### config.mk
export PLATFORM = sky130hd
export DESIGN_NAME = mpf_monitor
export DESIGN_NICKNAME = d
export VERILOG_FILES = /design/src/mpf_pkg.sv /design/src/mpf_monitor.sv
export SDC_FILE = /design/constraint.sdc
export NUM_CORES = 1
export LEC_CHECK = 0
export BUFFER_PORTS_ARGS = -buffer_cell sky130_fd_sc_hd__buf_2
export CAP_MARGIN = 20
export CORE_ASPECT_RATIO = 1.75
export CORE_MARGIN = 2
export CORE_UTILIZATION = 65
export DETAILED_ROUTE_END_ITERATION = 7
export GPL_ROUTABILITY_DRIVEN = 0
export HOLD_SLACK_MARGIN = 0.12
export PLACE_DENSITY_LB_ADDON = 0.1
export SYNTH_ARGS = -nofsm -noshare
export SYNTH_HDL_FRONTEND = slang
export SYNTH_SLANG_ARGS = --single-unit
### constraint.sdc
create_clock -name clock -period 16.28 [get_ports clock]
set_input_delay 0.814 -clock clock [delete_from_list [all_inputs] [get_ports clock]]
set_output_delay 0.814 -clock clock [all_outputs]
set_load 0.1 [all_outputs]
### src/mpf_pkg.sv
// constants, offsets and types for the monitor, peak and fault block
package mpf_pkg;

  // timing base
  localparam int unsigned CLK_HZ = 25_000_000;
  localparam int unsigned CLK_PERIOD_NS = 40;
  localparam int unsigned BASE_TICK_HZ = 10_000;
  localparam int unsigned TICK_CYCLES = CLK_HZ / BASE_TICK_HZ;
  localparam int unsigned SAMPLE_DELAY_BASE_NS = 1750;
  localparam int unsigned SAMPLE_DELAY_STEP_NS = 250;
  localparam int unsigned AVG_LOG2_MAX = 8;

  // command codes of the registers
  localparam logic [7:0] CMD_TRIM_STEP_RATE_DIV = 8'hd2;
  localparam logic [7:0] CMD_MONITOR_RATE_DIV = 8'hd3;
  localparam logic [7:0] CMD_MAX_VOLTAGE_SEEN = 8'hd4;
  localparam logic [7:0] CMD_MAX_CURRENT_SEEN = 8'hd5;
  localparam logic [7:0] CMD_MAX_HEAT_SEEN = 8'hd6;
  localparam logic [7:0] CMD_AVERAGING_CONFIG = 8'hd7;
  localparam logic [7:0] CMD_ALARM_FLAGS = 8'hd8;
  localparam logic [7:0] CMD_ALARM_ACTION_CONFIG = 8'hd9;

  // values after reset
  localparam logic [15:0] RST_TRIM_STEP_RATE_DIV = 16'h000a;
  localparam logic [15:0] RST_MONITOR_RATE_DIV = 16'h0032;
  localparam logic [15:0] RST_PEAK = 16'h0000;
  localparam logic [15:0] RST_AVERAGING_CONFIG = 16'h0000;
  localparam logic [15:0] RST_ALARM_ACTION_CONFIG = 16'h0000;
  localparam logic [15:0] HEAT_PEAK_CLEAR_CODE = 16'hffff;
  localparam logic [15:0] HEAT_LOWEST = 16'h8000;
  localparam logic [11:0] RST_DAC = 12'h800;

  // alarm_flags bit positions
  localparam int unsigned BIT_OVERHEAT_WARNING = 14;
  localparam int unsigned BIT_OVERHEAT_FAULT = 13;
  localparam int unsigned BIT_OC_WARNING = 12;
  localparam int unsigned BIT_NEG_CURRENT_FAULT = 11;
  localparam int unsigned BIT_LOW_V_WARNING = 10;
  localparam int unsigned BIT_LOW_V_FAULT = 9;
  localparam int unsigned BIT_HIGH_V_WARNING = 8;
  localparam int unsigned BIT_SUPPLY_OFF = 6;
  localparam int unsigned BIT_HIGH_V_FAULT = 5;
  localparam int unsigned BIT_OC_FAULT = 4;
  localparam int unsigned BIT_HEAT_SUMMARY = 2;
  localparam int unsigned BIT_COMMS_MEMORY = 1;
  localparam int unsigned BIT_OTHER_SUMMARY = 0;
  localparam logic [15:0] STICKY_MASK = 16'h7f32;
  localparam logic [15:0] OTHER_SRC_MASK = 16'h1f00;

  // alarm_action_config field positions
  localparam int unsigned ACT_HIGH_V_LSB = 0;
  localparam int unsigned ACT_LOW_V_LSB = 2;
  localparam int unsigned ACT_OC_LSB = 4;
  localparam int unsigned ACT_HEAT_LSB = 6;
  localparam int unsigned ACT_NEG_I_LSB = 8;
  localparam int unsigned ACT_STORE_PEAK_BIT = 15;
  localparam logic [15:0] ACT_WRITE_MASK = 16'h83ff;
  localparam logic [1:0] RESP_SHUTDOWN = 2'h1;
  localparam logic [1:0] RESP_RETRY = 2'h2;

  // serial bus controller states
  typedef enum logic [8:0] {
    MPF_B_IDLE = 9'h001,
    MPF_B_ADDR = 9'h002,
    MPF_B_AACK = 9'h004,
    MPF_B_CMD  = 9'h008,
    MPF_B_CACK = 9'h010,
    MPF_B_WDAT = 9'h020,
    MPF_B_WACK = 9'h040,
    MPF_B_RDAT = 9'h080,
    MPF_B_RACK = 9'h100
  } mpf_bus_st_t;

  // averaging sequencer states
  typedef enum logic [2:0] {
    MPF_A_IDLE = 3'h1,
    MPF_A_RUN  = 3'h2,
    MPF_A_EVAL = 3'h4
  } mpf_avg_st_t;

endpackage : mpf_pkg

### src/mpf_monitor.sv
// monitor, peak hold, averaging and fault record logic with bus slave
//
// Overview of operation
// - in band, step dac one lsb per period
// - trim divider zero stops all trimming
// - trim divider resets to ten
// - fault checks paced by monitor divider
// - monitor divider zero stops all but bus-error checks
// - monitor divider resets to fifty
// - voltage peak tracks largest, averaged if enabled
// - voltage/current peak: zero clears, else baseline
// - current peak holds maximum, zero after reset
// - heat peak: all ones resets to lowest
// - upper config byte sets sample spacing
// - lower config byte gives log2 sample count
// - nonzero count averages voltage for limit checks
// - zero count ignores spacing byte entirely
// - bus commands ignored while averaging runs
// - fault sets its flag and alert pin
// - flag bits 15, 7, 3 read zero
// - negative current sets flag bit 11
// - bit 2 is or of bits 14, 13
// - bit 0 set by non-heat upper bits
// - clearing actions zero all flags but those set that cycle
// - flags read only, restore leaves them
// - store-peak bit saves peaks on any fault
// - response 01 shuts down, 10 does too, no retry
`timescale 1ns/1ps
module mpf_monitor
  import mpf_pkg::*;
#(
  parameter logic [6:0] DEV_ADDR = 7'h20
) (
  input wire logic clock,
  input wire logic reset_n,
  input wire logic scl_in,
  input wire logic sda_in,
  output logic sda_out,
  output logic sda_oe,
  input wire logic [15:0] vout_sample,
  input wire logic [15:0] iout_sample,
  input wire logic [15:0] temp_sample,
  input wire logic [15:0] vout_high_fault_limit,
  input wire logic [15:0] vout_high_warning_limit,
  input wire logic [15:0] vout_low_warning_limit,
  input wire logic [15:0] vout_low_fault_limit,
  input wire logic output_overcurrent_warning,
  input wire logic output_overcurrent_fault,
  input wire logic negative_current_fault,
  input wire logic overheat_warning,
  input wire logic overheat_fault,
  input wire logic in_regulation_band,
  input wire logic trim_raise,
  input wire logic supply_on_request,
  input wire logic clear_faults,
  input wire logic restore_defaults,
  output logic [11:0] reference_dac_output,
  output logic supply_enable_output,
  output logic fault_alert_pin_out,
  output logic fault_alert_pin_oe,
  output logic peak_store_req
);

  // ---------------- pin synchronisers and bus edges
  logic [1:0] scl_sync_q, sda_sync_q;
  logic scl_prev_q, sda_prev_q;
  always_ff @(posedge clock or negedge reset_n) begin
    if (!reset_n) begin
      scl_sync_q <= 2'h3;
      sda_sync_q <= 2'h3;
      scl_prev_q <= 1'b1;
      sda_prev_q <= 1'b1;
    end else begin
      scl_sync_q <= {scl_sync_q[0], scl_in};
      sda_sync_q <= {sda_sync_q[0], sda_in};
      scl_prev_q <= scl_sync_q[1];
      sda_prev_q <= sda_sync_q[1];
    end
  end
  wire scl_s = scl_sync_q[1];
  wire sda_s = sda_sync_q[1];
  wire scl_rise = scl_s & ~scl_prev_q;
  wire scl_fall = ~scl_s & scl_prev_q;
  wire bus_start = scl_s & scl_prev_q & ~sda_s & sda_prev_q;
  wire bus_stop = scl_s & scl_prev_q & sda_s & ~sda_prev_q;

  // ---------------- registers and shared state
  logic [15:0] trim_div_q, mon_div_q, vpeak_q, ipeak_q, hpeak_q;
  logic [15:0] avg_cfg_q, act_cfg_q, flag_q, alarm_rd;
  logic shutdown_q;
  mpf_avg_st_t avg_st_q;
  // only a running sample sequence holds off the bus
  wire avg_busy = (avg_st_q == MPF_A_RUN);

  // ---------------- serial bus slave
  mpf_bus_st_t bus_st_q;
  logic [7:0] shreg_q, cmd_q, wlo_q, whi_q, tx_q;
  logic [3:0] bits_q;
  logic [1:0] nbytes_q;
  logic rw_q, sda_low_q, byte_sel_q, acked_q;
  logic [15:0] rd_word;
  logic rd_hit;
  wire addr_match = (shreg_q[7:1] == DEV_ADDR);
  wire accept_addr = addr_match & ~avg_busy;
  wire commit = bus_stop & ~rw_q & (nbytes_q == 2'h2) & ~avg_busy;

  // read data selection by command code
  always_comb begin
    rd_hit = 1'b1;
    case (cmd_q)
      CMD_TRIM_STEP_RATE_DIV: rd_word = trim_div_q;
      CMD_MONITOR_RATE_DIV: rd_word = mon_div_q;
      CMD_MAX_VOLTAGE_SEEN: rd_word = vpeak_q;
      CMD_MAX_CURRENT_SEEN: rd_word = ipeak_q;
      CMD_MAX_HEAT_SEEN: rd_word = hpeak_q;
      CMD_AVERAGING_CONFIG: rd_word = avg_cfg_q;
      CMD_ALARM_FLAGS: rd_word = alarm_rd;
      CMD_ALARM_ACTION_CONFIG: rd_word = act_cfg_q;
      default: begin
        rd_word = 16'h0000;
        rd_hit = 1'b0;
      end
    endcase
  end

  // byte-level slave: shift on rising scl, drive on falling scl
  always_ff @(posedge clock or negedge reset_n) begin
    if (!reset_n) begin
      bus_st_q <= MPF_B_IDLE;
      shreg_q <= 8'h00;
      cmd_q <= 8'h00;
      wlo_q <= 8'h00;
      whi_q <= 8'h00;
      tx_q <= 8'h00;
      bits_q <= 4'h0;
      nbytes_q <= 2'h0;
      rw_q <= 1'b0;
      sda_low_q <= 1'b0;
      byte_sel_q <= 1'b0;
      acked_q <= 1'b0;
    end else if (bus_start) begin
      bus_st_q <= MPF_B_ADDR;
      bits_q <= 4'h0;
      sda_low_q <= 1'b0;
    end else if (bus_stop) begin
      bus_st_q <= MPF_B_IDLE;
      sda_low_q <= 1'b0;
      nbytes_q <= 2'h0;
      rw_q <= 1'b0;
    end else begin
      case (bus_st_q)
        MPF_B_ADDR, MPF_B_CMD, MPF_B_WDAT: begin
          if (scl_rise) begin
            shreg_q <= {shreg_q[6:0], sda_s};
            bits_q <= bits_q + 4'h1;
          end else if (scl_fall && bits_q == 4'h8) begin
            sda_low_q <= 1'b1;
            if (bus_st_q == MPF_B_ADDR) begin
              rw_q <= shreg_q[0];
              bus_st_q <= accept_addr ? MPF_B_AACK : MPF_B_IDLE;
              sda_low_q <= accept_addr;
            end else if (bus_st_q == MPF_B_CMD) begin
              cmd_q <= shreg_q;
              nbytes_q <= 2'h0;
              bus_st_q <= MPF_B_CACK;
            end else begin
              if (nbytes_q == 2'h0) wlo_q <= shreg_q;
              else whi_q <= shreg_q;
              if (nbytes_q != 2'h3) nbytes_q <= nbytes_q + 2'h1;
              bus_st_q <= MPF_B_WACK;
            end
          end
        end
        MPF_B_AACK: begin
          if (scl_fall) begin
            bits_q <= 4'h0;
            if (rw_q) begin
              tx_q <= rd_word[7:0];
              byte_sel_q <= 1'b1;
              sda_low_q <= ~rd_word[7];
              bus_st_q <= MPF_B_RDAT;
            end else begin
              sda_low_q <= 1'b0;
              bus_st_q <= MPF_B_CMD;
            end
          end
        end
        MPF_B_CACK, MPF_B_WACK: begin
          if (scl_fall) begin
            sda_low_q <= 1'b0;
            bits_q <= 4'h0;
            bus_st_q <= MPF_B_WDAT;
          end
        end
        MPF_B_RDAT: begin
          if (scl_rise) begin
            bits_q <= bits_q + 4'h1;
          end else if (scl_fall) begin
            if (bits_q == 4'h8) begin
              sda_low_q <= 1'b0;
              bus_st_q <= MPF_B_RACK;
            end else begin
              tx_q <= {tx_q[6:0], 1'b0};
              sda_low_q <= ~tx_q[6];
            end
          end
        end
        MPF_B_RACK: begin
          if (scl_rise) begin
            acked_q <= ~sda_s;
          end else if (scl_fall) begin
            bits_q <= 4'h0;
            if (acked_q) begin
              tx_q <= byte_sel_q ? rd_word[15:8] : rd_word[7:0];
              sda_low_q <= byte_sel_q ? ~rd_word[15] : ~rd_word[7];
              byte_sel_q <= ~byte_sel_q;
              bus_st_q <= MPF_B_RDAT;
            end else begin
              bus_st_q <= MPF_B_IDLE;
            end
          end
        end
        default: bus_st_q <= MPF_B_IDLE;
      endcase
    end
  end
  assign sda_out = 1'b0;
  assign sda_oe = sda_low_q;

  // write decode
  wire [15:0] wword = {whi_q, wlo_q};
  wire wr_trim = commit & (cmd_q == CMD_TRIM_STEP_RATE_DIV);
  wire wr_mon = commit & (cmd_q == CMD_MONITOR_RATE_DIV);
  wire wr_vpk = commit & (cmd_q == CMD_MAX_VOLTAGE_SEEN);
  wire wr_ipk = commit & (cmd_q == CMD_MAX_CURRENT_SEEN);
  wire wr_hpk = commit & (cmd_q == CMD_MAX_HEAT_SEEN);
  wire wr_avg = commit & (cmd_q == CMD_AVERAGING_CONFIG);
  wire wr_act = commit & (cmd_q == CMD_ALARM_ACTION_CONFIG);
  wire rd_miss = scl_fall & (bus_st_q == MPF_B_AACK) & rw_q & ~rd_hit;
  wire wr_bad = commit & (cmd_q == CMD_ALARM_FLAGS
    || !(wr_trim | wr_mon | wr_vpk | wr_ipk | wr_hpk | wr_avg | wr_act));

  // configuration registers, restore returns them to defaults
  always_ff @(posedge clock or negedge reset_n) begin
    if (!reset_n) begin
      trim_div_q <= RST_TRIM_STEP_RATE_DIV;
      mon_div_q <= RST_MONITOR_RATE_DIV;
      avg_cfg_q <= RST_AVERAGING_CONFIG;
      act_cfg_q <= RST_ALARM_ACTION_CONFIG;
    end else if (restore_defaults) begin
      trim_div_q <= RST_TRIM_STEP_RATE_DIV;
      mon_div_q <= RST_MONITOR_RATE_DIV;
      avg_cfg_q <= RST_AVERAGING_CONFIG;
      act_cfg_q <= RST_ALARM_ACTION_CONFIG;
    end else begin
      if (wr_trim) trim_div_q <= wword;
      if (wr_mon) mon_div_q <= wword;
      if (wr_avg) avg_cfg_q <= wword;
      if (wr_act) act_cfg_q <= wword & ACT_WRITE_MASK;
    end
  end

  // ---------------- 10 kHz base tick and the two rate dividers
  logic [11:0] tick_cnt_q;
  wire base_tick = (tick_cnt_q == 12'(TICK_CYCLES - 1));
  always_ff @(posedge clock or negedge reset_n) begin
    if (!reset_n) tick_cnt_q <= 12'h000;
    else tick_cnt_q <= base_tick ? 12'h000 : tick_cnt_q + 12'h001;
  end

  wire [15:0] div_val [2];
  wire [1:0] div_pulse;
  assign div_val[0] = trim_div_q;
  assign div_val[1] = mon_div_q;
  // zero divider keeps the counter cleared and never fires
  for (genvar g = 0; g < 2; g++) begin : g_rate
    logic [15:0] cnt_q;
    wire fire = base_tick & (div_val[g] != 16'h0000)
      & (cnt_q + 16'h0001 >= div_val[g]);
    always_ff @(posedge clock or negedge reset_n) begin
      if (!reset_n) cnt_q <= 16'h0000;
      else if (div_val[g] == 16'h0000 || fire) cnt_q <= 16'h0000;
      else if (base_tick) cnt_q <= cnt_q + 16'h0001;
    end
    assign div_pulse[g] = fire;
  end
  wire mon_strobe = div_pulse[1];
  wire dac_step = div_pulse[0] & in_regulation_band;

  // in-band trim, one lsb per step, saturating
  always_ff @(posedge clock or negedge reset_n) begin
    if (!reset_n) reference_dac_output <= RST_DAC;
    else if (dac_step && trim_raise && reference_dac_output != 12'hfff)
      reference_dac_output <= reference_dac_output + 12'h001;
    else if (dac_step && !trim_raise && reference_dac_output != 12'h000)
      reference_dac_output <= reference_dac_output - 12'h001;
  end

  // ---------------- averaging sequencer
  wire [7:0] log2_raw = avg_cfg_q[7:0];
  wire [3:0] log2_n = (log2_raw > 8'(AVG_LOG2_MAX)) ? 4'(AVG_LOG2_MAX)
    : log2_raw[3:0];
  wire [8:0] n_samples = 9'h001 << log2_n;
  wire [15:0] spacing_ns = 16'(SAMPLE_DELAY_BASE_NS)
    + 16'(avg_cfg_q[15:8]) * 16'(SAMPLE_DELAY_STEP_NS);
  logic [23:0] sum_q;
  logic [8:0] taken_q;
  logic [15:0] ns_q, vavg_q;
  wire space_ok = (ns_q >= spacing_ns);
  always_ff @(posedge clock or negedge reset_n) begin
    if (!reset_n) begin
      avg_st_q <= MPF_A_IDLE;
      sum_q <= 24'h000000;
      taken_q <= 9'h000;
      ns_q <= 16'h0000;
      vavg_q <= 16'h0000;
    end else begin
      case (avg_st_q)
        MPF_A_IDLE: begin
          if (mon_strobe && log2_raw == 8'h00) begin
            vavg_q <= vout_sample;
            avg_st_q <= MPF_A_EVAL;
          end else if (mon_strobe) begin
            sum_q <= {8'h00, vout_sample};
            taken_q <= 9'h001;
            ns_q <= 16'(CLK_PERIOD_NS);
            avg_st_q <= MPF_A_RUN;
          end
        end
        MPF_A_RUN: begin
          if (taken_q == n_samples) begin
            vavg_q <= 16'(sum_q >> log2_n);
            avg_st_q <= MPF_A_EVAL;
          end else if (space_ok) begin
            sum_q <= sum_q + {8'h00, vout_sample};
            taken_q <= taken_q + 9'h001;
            ns_q <= 16'(CLK_PERIOD_NS);
          end else begin
            ns_q <= ns_q + 16'(CLK_PERIOD_NS);
          end
        end
        MPF_A_EVAL: avg_st_q <= MPF_A_IDLE;
        default: avg_st_q <= MPF_A_IDLE;
      endcase
    end
  end
  wire mon_eval = (avg_st_q == MPF_A_EVAL);

  // ---------------- fault events and sticky flags
  logic [15:0] ev;
  always_comb begin
    ev = 16'h0000;
    ev[BIT_OVERHEAT_WARNING] = mon_eval & overheat_warning;
    ev[BIT_OVERHEAT_FAULT] = mon_eval & overheat_fault;
    ev[BIT_OC_WARNING] = mon_eval & output_overcurrent_warning;
    ev[BIT_NEG_CURRENT_FAULT] = mon_eval & negative_current_fault;
    ev[BIT_LOW_V_WARNING] = mon_eval & (vavg_q < vout_low_warning_limit);
    ev[BIT_LOW_V_FAULT] = mon_eval & (vavg_q < vout_low_fault_limit);
    ev[BIT_HIGH_V_WARNING] = mon_eval & (vavg_q > vout_high_warning_limit);
    ev[BIT_HIGH_V_FAULT] = mon_eval & (vavg_q > vout_high_fault_limit);
    ev[BIT_OC_FAULT] = mon_eval & output_overcurrent_fault;
    ev[BIT_COMMS_MEMORY] = wr_bad | rd_miss;
  end
  // set wins over clear; restore never touches flags
  wire [15:0] flag_d;
  for (genvar b = 0; b < 16; b++) begin : g_flag
    if (STICKY_MASK[b]) begin : g_sticky
      assign flag_d[b] = ev[b] | (flag_q[b] & ~clear_faults);
    end else begin : g_none
      assign flag_d[b] = 1'b0;
    end
  end
  always_ff @(posedge clock or negedge reset_n) begin
    if (!reset_n) flag_q <= 16'h0000;
    else flag_q <= flag_d;
  end

  // read view with summaries
  always_comb begin
    alarm_rd = flag_q;
    alarm_rd[BIT_SUPPLY_OFF] = ~supply_enable_output;
    alarm_rd[BIT_HEAT_SUMMARY] = flag_q[BIT_OVERHEAT_WARNING]
      | flag_q[BIT_OVERHEAT_FAULT];
    alarm_rd[BIT_OTHER_SUMMARY] = |(flag_q & OTHER_SRC_MASK);
  end
  assign fault_alert_pin_out = 1'b0;
  assign fault_alert_pin_oe = |(flag_q & STICKY_MASK);

  // fault actions: shutdown latch and peak store request
  wire [1:0] r_hv = act_cfg_q[ACT_HIGH_V_LSB +: 2];
  wire [1:0] r_lv = act_cfg_q[ACT_LOW_V_LSB +: 2];
  wire [1:0] r_oc = act_cfg_q[ACT_OC_LSB +: 2];
  wire [1:0] r_ht = act_cfg_q[ACT_HEAT_LSB +: 2];
  wire [1:0] r_ni = act_cfg_q[ACT_NEG_I_LSB +: 2];
  wire [4:0] fault_ev = {ev[BIT_HIGH_V_FAULT], ev[BIT_LOW_V_FAULT],
    ev[BIT_OC_FAULT], ev[BIT_OVERHEAT_FAULT], ev[BIT_NEG_CURRENT_FAULT]};
  wire [4:0] fault_off = {r_hv == RESP_SHUTDOWN || r_hv == RESP_RETRY,
    r_lv == RESP_SHUTDOWN || r_lv == RESP_RETRY,
    r_oc == RESP_SHUTDOWN || r_oc == RESP_RETRY,
    r_ht == RESP_SHUTDOWN || r_ht == RESP_RETRY,
    r_ni == RESP_SHUTDOWN || r_ni == RESP_RETRY};
  wire fault_any = |fault_ev;
  always_ff @(posedge clock or negedge reset_n) begin
    if (!reset_n) begin
      shutdown_q <= 1'b0;
      peak_store_req <= 1'b0;
    end else begin
      shutdown_q <= (|(fault_ev & fault_off))
        | (shutdown_q & ~clear_faults);
      peak_store_req <= fault_any & act_cfg_q[ACT_STORE_PEAK_BIT];
    end
  end
  assign supply_enable_output = supply_on_request & ~shutdown_q;

  // ---------------- peak hold, bus writes win over updates
  wire heat_above = $signed(temp_sample) > $signed(hpeak_q);
  always_ff @(posedge clock or negedge reset_n) begin
    if (!reset_n) begin
      vpeak_q <= RST_PEAK;
      ipeak_q <= RST_PEAK;
      hpeak_q <= RST_PEAK;
    end else begin
      if (wr_vpk) vpeak_q <= wword;
      else if (mon_eval && vavg_q > vpeak_q) vpeak_q <= vavg_q;
      if (wr_ipk) ipeak_q <= wword;
      else if (mon_eval && iout_sample > ipeak_q)
        ipeak_q <= iout_sample;
      if (wr_hpk)
        hpeak_q <= (wword == HEAT_PEAK_CLEAR_CODE) ? HEAT_LOWEST
          : wword;
      else if (mon_eval && heat_above) hpeak_q <= temp_sample;
    end
  end
endmodule : mpf_monitor

==> results of run 1 <==
## layout by cell type (no fill, tap or decap), types with 53 or more instances in the layout
cell type	count
sky130_fd_sc_hd__ha_1	230
sky130_fd_sc_hd__nand2_1	288
sky130_fd_sc_hd__dfrtp_1	289
sky130_fd_sc_hd__nor2_1	159
sky130_fd_sc_hd__a21oi_1	134
sky130_fd_sc_hd__buf_2	140
sky130_fd_sc_hd__nand3_1	69
sky130_fd_sc_hd__mux2i_1	83
sky130_fd_sc_hd__inv_1	227
sky130_fd_sc_hd__mux2_2	76
sky130_fd_sc_hd__o21ai_0	170
sky130_fd_sc_hd__xnor2_1	53
## kinds of logic after synthesis
logic type	after synthesis
xor gates and xnor gates	100
AOI/OAI and AO/OA	614
adders and majority gates	253
other	1
buffers and inverters	338
and+or+nand+nor	787
muxes	165
DFF	304
## cell usage after synthesis (all sizes together), types with 17 or more instances
master | count | area [sq um]
nand2b | 34 | 213
and3 | 38 | 238
nor4 | 25 | 175
o31ai | 23 | 173
nand2 | 289 | 1090
buf | 27 | 194
a21o | 39 | 293
nor2 | 161 | 609
a31oi | 32 | 200
o21ai | 176 | 892
clkbuf | 83 | 312
nand4 | 37 | 231
a22oi | 20 | 155
fa | 23 | 460
mux2i | 83 | 831
dfrtp | 290 | 7260
inv | 227 | 852
ha | 230 | 2880
a22o | 23 | 201
mux2 | 77 | 871
xnor2 | 53 | 464
nor3 | 40 | 215
o21a | 26 | 195
a21oi | 134 | 671
xor2 | 47 | 412
nand3 | 69 | 345
nor2b | 24 | 150
a211oi | 17 | 128
## flip-flops by register name, summed over array words and instances (netlist names), 3 cells and up
signal	count
vpeak_q	16
whi_q	8
bus_st_q	9
reference_dac_output	12
mon_div_q	16
wlo_q	8
avg_cfg_q	16
tx_q	7
flag_q	10
ns_q	13
vavg_q	16
avg_st_q	3
tick_cnt_q	12
hpeak_q	16
act_cfg_q	11
sum_q	24
g_rate.cnt_q	32
cmd_q	8
shreg_q	8
ipeak_q	16
bits_q	4
trim_div_q	16
taken_q	9
## area by class of cell
| type | count | area [sq um] |
|---|---|---|
| fillers | 2719 | 9680 |
| repair buffers | 158 | 851 |
| clock buffers | 39 | 866 |
| diodes | 2 | 5.00 |
| well taps | 460 | 576 |
| clock inverters | 17 | 278 |
| flip-flops and latches | 304 | 7630 |
| inverters | 228 | 856 |
| multi-input cells | 1921 | 13800 |
## how the worst max path moves through the flow
stage                        endpoint  cells after the start  slack [ns]                 startpoint
2_1_floorplan     ns_q[5]$_DFFE_PN0P_                     25       10.11   avg_cfg_q[8]$_DFFE_PN0P_
3_3_place_gp   taken_q[0]$_DFFE_PN0P_                     25        9.13  avg_cfg_q[10]$_DFFE_PN0P_
3_5_place_dp   taken_q[0]$_DFFE_PN0P_                     25        8.84   avg_cfg_q[9]$_DFFE_PN0P_
4_1_cts        taken_q[0]$_DFFE_PN0P_                     25        8.79   avg_cfg_q[9]$_DFFE_PN0P_
5_1_grt         sum_q[22]$_DFFE_PN0P_                     25        8.29   avg_cfg_q[9]$_DFFE_PN0P_
6_report       taken_q[0]$_DFFE_PN0P_                     25        8.74   avg_cfg_q[8]$_DFFE_PN0P_
## worst max-delay path, delay by kind of cell (launching register included)
| family | cells | cell delay [ns] |
|---|---|---|
| adder cells (fa/ha/maj) | 6 | 2.60 |
| multiplexers | 1 | 0.31 |
| buffers and inverters | 3 | 0.58 |
| AO/OA/AOI/OAI | 7 | 1.77 |
| flip-flops | 1 | 0.52 |
| XOR/XNOR | 3 | 0.60 |
| AND/OR/NAND/NOR | 5 | 1.02 |
## power breakdown
part	internal (mW)	total [mW]	switching (mW)
combinational	0.0363	0.0971	0.0608
sequential	0.757	0.759	0.00158
clock	0.487	0.809	0.322
## per-layer routing
| layer | share of wire (%) | vias to the layer above | wire length, um | global-route usage [%] |
|---|---|---|---|---|
| li1 | - | 9272 | - | - |
| met2 | 50 | 773 | 32500 | 63.0 |
| met3 | 6.0 | 258 | 3860 | 3.89 |
| met4 | 7.3 | 0 | 4720 | 21.9 |
| met5 | 0 | - | 0 | 0 |
| met1 | 36 | 9713 | 23400 | 39.6 |
## stage by stage
stage | hold WS, ns | setup slack (ns) | instances
2_1_floorplan | 0.345 | 10.11 | 2563
3_3_place_gp | 0.346 | 9.13 | 3070
3_5_place_dp | 0.352 | 8.84 | 3070
4_1_cts | 0.258 | 8.79 | 3126
5_1_grt | 0.278 | 8.29 | 3128
6_report | 0.208 | 8.74 | 3129
==> qor.yml, run 1 <==
outcome: "complete, but fails checks"
failed_checks: "DRC"
clk_path_buf_depth: 3
cellLeakagePower_nw: 12.1
reg2reg_start: "avg_cfg_q[8]$_DFFE_PN0P_"
timing.final.hold_violations: 0
die_y_um: 252
die_w_um: 146
cts.repair_timing.setup_buffer_count: 0
post_drt_wl_per_cell_um: 20.6
data_arrival_time_at_the_worst_slack_endpoint_ns: 8.02
clk_latency_ns: 0.59
setup_viol: 0
maximum_number_of_pins_on_one_net_before_global_route_repair: 85
estimated_wirelength_of_the_detail_placed_design_mm: 47.9
timing.critical_path.slowest_cell_delay_ns: 0.66
setup_repair_after_global_routing_missed_its_margin: "false"
type_of_destination_of_the_critical_path: "flip-flop"
number_of_enable_flip_flop_cells_after_synthesis: 0
routed-via-count: 20000
drc: 1
final_net_count: 3022
post_cts_resize_count: 0
critPathLaunchType: "flip-flop"
cts_tree: "built"
finalCriticalPeriod_ns: 7.54
yosys_register_bits: 304
synthMuxAreaShare_pct: 7.96
cell_area_after_synthesis_sq_um: 22800
drv.max_cap_violation_count: 0
area_delta_synth_final_pct: 9.18
fraction_of_the_mapped_netlist_area_in_adder_cells_pct: 14.6
floorplan.die_area_sq_um: 36700
cts.sink_count: 304
layout-drive-gt1-share_pct: 12.9
utilization_pct: 72.0
cts_max_level: 1
critical_path_peak_fanout: 57
final_antenna_net_count: 0
power_density_nw_per_um2: 66.9
synth_seq_area_share_pct: 33.4
io_buffers: 141
complex_gate_fraction_of_the_synthesized_area_pct: 17.5
floorplan.rows: 90
path_class: "reg2reg"
end_of_the_worst_register_to_register_path: "taken_q[0]$_DFFE_PN0P_"
drt_first_pass_iters: 8
total_i_o_pin_count: 144
minimum_setup_slack_among_reg_to_reg_paths_ns: 8.74
async_reset_ff_share_pct: 100
area_of_the_core_region_sq_um: 34600
final_clock_period_utilization_by_the_worst_path_pct: 46.3
start_util_pct: 66.0
yosysUniqueCellTypes: 91
number_of_buffers_created_by_cts: 30
initialDrtViolationCount: 1494
report.power.total_mw: 1.67
fmax_mhz: 133
worst_slew_margin_pct: 27.1
global_route_wire_length_before_repair_mm: 104
placed_area_sq_um: 23700
fin_worst_skew_ns: 0.0140
main_combinational_cell_family_by_area_after_synthesis: "compound AO/OA/AOI/OAI gates"
holdCritPathClass: "in2async"
yosysWarnings: 0
critical_path.slowest_cell: "sky130_fd_sc_hd__fa_1"
worstPathRequired_ns: 16.75
synthXorXnorAreaFrac_pct: 3.84
clk_transition_reported_paths_ns: 0.07
r2r_cells: 25
power.ir.vdd_worst_uv: 70.8
worstMarginPinSlew_ns: 1.09
syn_inst: 2562
synthesized_area_divided_by_synthesized_cell_count_sq_um: 8.90
cts_root_buf: "sky130_fd_sc_hd__clkbuf_16"
groute.usage.overall_pct: 35.0
finalWirelength_mm: 64.4
post_drt_via_cell_ratio: 6.40
synth_top_flop_cell: "sky130_fd_sc_hd__dfrtp_1"
drv_slew: 0
grt_pass1_vias: 20300
final_cell_area_sq_um: 24900
gr-total-overflow: 0
antenna_found_initial: 2
final.setup.tns_ns: 0
post_synthesis_simple_gate_area_fraction_pct: 16.7
cts_hold_repair.buffers: 0
Note: power is estimated with default switching activity, not from simulation.
==> run 2, diff against run 1 <==
Settings changed: ABC_AREA set to 1, CORE_UTILIZATION 65 to 63.
Clock period 16.28 ns to 7.1 ns, I/O delays scaled along.
==> run 2 against run 1 <==
Compared with the run above: the run now ends clean; die area is 7.7% higher; via count is 18% higher; combinational power grew to 3.4 times the previous value; largest power group is now registers; highest routed layer unchanged.
==> qor.yml, run 2 <==
outcome: "finished clean"
worstPathRequired_ns: 7.61  # -9.14 ns
groute.usage.overall_pct: 37.7  # +2.7 points
drc: 0  # -1
start_util_pct: 63.7  # -2.2 points
synthesized_area_divided_by_synthesized_cell_count_sq_um: 7.11  # -20%
path_class: "reg2reg"
worstMarginPinSlew_ns: 1.06  # -0.0365 ns
reg2reg_start: "avg_cfg_q[8]$_DFFE_PN0P_"
cts_root_buf: "sky130_fd_sc_hd__clkbuf_16"
synth_top_cell_area_share_pct: 30.5  # -1.4 points
most-common-layout-cells: "896 x sky130_fd_sc_hd__nand2_1, 501 x sky130_fd_sc_hd__inv_1, 290 x sky130_fd_sc_hd__dfrtp_1"
setup_viol: 0  # unchanged
clk_latency_ns: 0.58  # about the same
end_of_the_worst_register_to_register_path: "taken_q[0]$_DFFE_PN0P_"
gr-total-overflow: 0  # unchanged
syn_inst: 3351  # +31%
mostFrequentLayoutCell: "sky130_fd_sc_hd__nand2_1"
post_drt_wl_per_cell_um: 18.7  # -9.1%
timing.final.hold_violations: 0  # unchanged
largestRegisters: "g_rate.cnt_q: 32 flops, sum_q: 24 flops"
grt_pass1_vias: 23500  # +16%
power.ir.vdd_worst_uv: 157  # +120%
global_route_wire_length_before_repair_mm: 117  # +13%
holdCritPathClass: "in2reg"
area_delta_synth_final_pct: 9.58
drv_slew: 0  # unchanged
critical_path.slowest_cell: "sky130_fd_sc_hd__fa_1"
placed_area_sq_um: 24900  # +4.8%
synth_top_flop_cell: "sky130_fd_sc_hd__dfrtp_1"
initialDrtViolationCount: 1923  # +29%
yosysWarnings: 0  # unchanged
critPathLaunchType: "flip-flop"
r2r_cells: 29  # +16%
synth_seq_area_share_pct: 32.0  # -1.4 points
finalWirelength_mm: 74.2  # +15%
preCtsSetupSlack_ns: 0.841  # -8.00 ns
routed-via-count: 23700  # +18%
layout-drive-gt1-share_pct: 8.09  # -4.8 points
final_cell_area_sq_um: 26100  # +4.9%
drt_first_pass_iters: 6  # -2
layout_setup_ws_ns: 0.738  # -8.00 ns
cts.repair_timing.setup_buffer_count: 0  # unchanged
antenna_found_initial: 0  # -2
hold_path_depth: 5
finalCriticalPeriod_ns: 6.36  # -1.18 ns
fin_worst_skew_ns: 0.0178  # +0.00380 ns
synth_top_area_cell: "sky130_fd_sc_hd__dfrtp_1"
timing.hold.worst_endpoint: "ipeak_q[0]$_DFFE_PN0P_"
cell_area_after_synthesis_sq_um: 23800  # +4.5%
cts_tree: "built"
floorplan.die_area_sq_um: 39500  # +7.7%
number_of_filler_instances_in_the_final_layout: 3171  # +17%
die_y_um: 261  # +3.8%
timing.critical_path.slowest_cell_delay_ns: 0.64  # -0.02 ns
data_arrival_time_at_the_worst_slack_endpoint_ns: 6.87  # -1.15 ns
clk_transition_reported_paths_ns: 0.07  # about the same
place.detailed.instances: 3896  # +27%
clk_path_buf_depth: 3  # unchanged
async_reset_ff_share_pct: 100  # unchanged
detail_route.wirelength.met1_mm: 25.6  # +9.4%
final_antenna_net_count: 0  # unchanged
io_buffers: 141  # unchanged
yosysUniqueCellTypes: 57  # -37%
cell_family_contributing_the_most_delay_on_the_critical_path: "adder cells"
insertedDiodeCount: 0  # -2
power_density_nw_per_um2: 147  # +120%
final_clock_period_utilization_by_the_worst_path_pct: 89.6  # +43 points
drv.max_cap_violation_count: 0  # unchanged
stdcell_count: 3965  # +27%
estimated_wirelength_of_the_detail_placed_design_mm: 56.5  # +18%
maximum_number_of_pins_on_one_net_before_global_route_repair: 163  # +92%
wl_met3_mm: 5.37  # +39%
minimum_setup_slack_among_reg_to_reg_paths_ns: 0.74  # -8.00 ns
floorplan.rows: 94  # +4.4%
dr_wl_met2_mm: 35.8  # +10%
cts_max_level: 1  # unchanged
critical_path_buf_inv_count: 6  # +3
number_of_enable_flip_flop_cells_after_synthesis: 0  # unchanged
synth.cells.most_frequent: "896 x sky130_fd_sc_hd__nand2_1, 501 x sky130_fd_sc_hd__inv_1, 290 x sky130_fd_sc_hd__dfrtp_1, 268 x sky130_fd_sc_hd__o21ai_0, 230 x sky130_fd_sc_hd__ha_1"
number_of_buffers_created_by_cts: 29  # -3.3%
setup_repair_after_global_routing_missed_its_margin: "false"
post_drt_via_cell_ratio: 5.98  # -6.5%
worst_slew_margin_pct: 29.6  # +2.4 points
final.setup.tns_ns: 0  # unchanged
max_flop_register: "g_rate.cnt_q"
synth.most_common_cell: "sky130_fd_sc_hd__nand2_1"
dr.max_layer_used: "met4"
area_of_the_core_region_sq_um: 37400  # +8.2%
cellLeakagePower_nw: 13.5  # +12%
post_synth_main_area_contributors: "sky130_fd_sc_hd__dfrtp_1 30%, sky130_fd_sc_hd__nand2_1 14%, sky130_fd_sc_hd__ha_1 12%"
worst_hold_slack_ns: 0.127  # -0.0815 ns
final_net_count: 3842  # +27%
critical_path_peak_fanout: 37  # -35%
worst_hold_startpoint: "iout_sample[0]"
type_of_destination_of_the_critical_path: "flip-flop"
yosys_register_bits: 304  # unchanged
cts.sink_count: 304  # unchanged
die_w_um: 151  # +3.7%
total_i_o_pin_count: 144  # unchanged
worst_path_most_repeated_cell: "sky130_fd_sc_hd__nand2_1"
fmax_mhz: 157  # +19%
largest_register_ff_count: 32  # unchanged
## run 2: cell count changes in the layout (fill, tap and decap cells not counted), sizes merged, moves of 35 or more
cell | before | now
nand2 | 289 | 905
inv | 229 | 517
o21ai | 176 | 319
nand3 | 69 | 183
mux2i | 83 | 0
mux2 | 77 | 0
nand4 | 37 | 114
o22ai | 12 | 57
a21o | 39 | 4
## run 2: worst max path at each step
| stage | from | endpoint | slack (ns) | cells past startpoint |
|---|---|---|---|---|
| after global routing | avg_cfg_q[8]$_DFFE_PN0P_ | sum_q[23]$_DFFE_PN0P_ | 0.29 | 30 |
| after detailed placement | avg_cfg_q[8]$_DFFE_PN0P_ | taken_q[0]$_DFFE_PN0P_ | 0.84 | 29 |
| final | avg_cfg_q[8]$_DFFE_PN0P_ | taken_q[0]$_DFFE_PN0P_ | 0.74 | 29 |
| after global placement | avg_cfg_q[8]$_DFFE_PN0P_ | sum_q[11]$_DFFE_PN0P_ | 1.13 | 29 |
| after floorplan | avg_cfg_q[8]$_DFFE_PN0P_ | sum_q[16]$_DFFE_PN0P_ | 1.66 | 28 |
| after CTS | avg_cfg_q[8]$_DFFE_PN0P_ | taken_q[0]$_DFFE_PN0P_ | 0.79 | 29 |
## run 2: tightest hold or removal path: stages
cell                      delay (ns)
sky130_fd_sc_hd__buf_2          0.09
sky130_fd_sc_hd__nand2_1        0.05
sky130_fd_sc_hd__o21ai_1        0.07
sky130_fd_sc_hd__nand2_1        0.05
sky130_fd_sc_hd__o21ai_0        0.06
## run 2: metrics by stage
step	util [%]	power (mW)
4_1_cts	69.7	3.84
6_report	69.8	3.84
5_1_grt	69.8	3.96
3_5_place_dp	66.5	2.11
2_1_floorplan	-	1.97
3_3_place_gp	66.4	2.10
## run 2: report_power, final
group	switching (mW)	internal, mW
Sequential	0.0108	1.75
Clock	0.754	0.999
Combinational	0.219	0.112
## run 2: per-layer routing
metal,vias to the layer above,global-route usage [%]
met5,-,0
met4,0,31.1
met3,382,7.21
met2,1062,64.7
met1,11000,39.6
li1,11300,-
## run 2: cell type report
class                      count  area, sq um  area share [%]
multi-input combinational   2438        13800            53.0
tap                          480          601            2.30
timing repair buffer         172         1040            4.00
clock buffer                  32          757            2.90
inverter                     518         1950            7.45
clock inverter                21          295            1.13
sequential                   304         7620            29.2
## run 2: cells by family (layout without fill, tap and decap cells)
group                      count (synthesis)  count (layout)  share of synthesized area, %
other                                      1               2                        0.0157
and+or+nand+nor                         1492            1492                          27.0
adders and majority gates                253             253                          14.0
xor gates and xnor gates                  78              78                          2.87
buffers and inverters                    610             743                          10.0
AOI/OAI and AO/OA                        613             613                          14.1
DFF                                      304             304                          32.0
## run 2: repair_timing
action                     CTS  global route
hold endpoints to repair    77             0
resized for setup            0             0
hold buffers                14             0
setup endpoints to repair    0             0
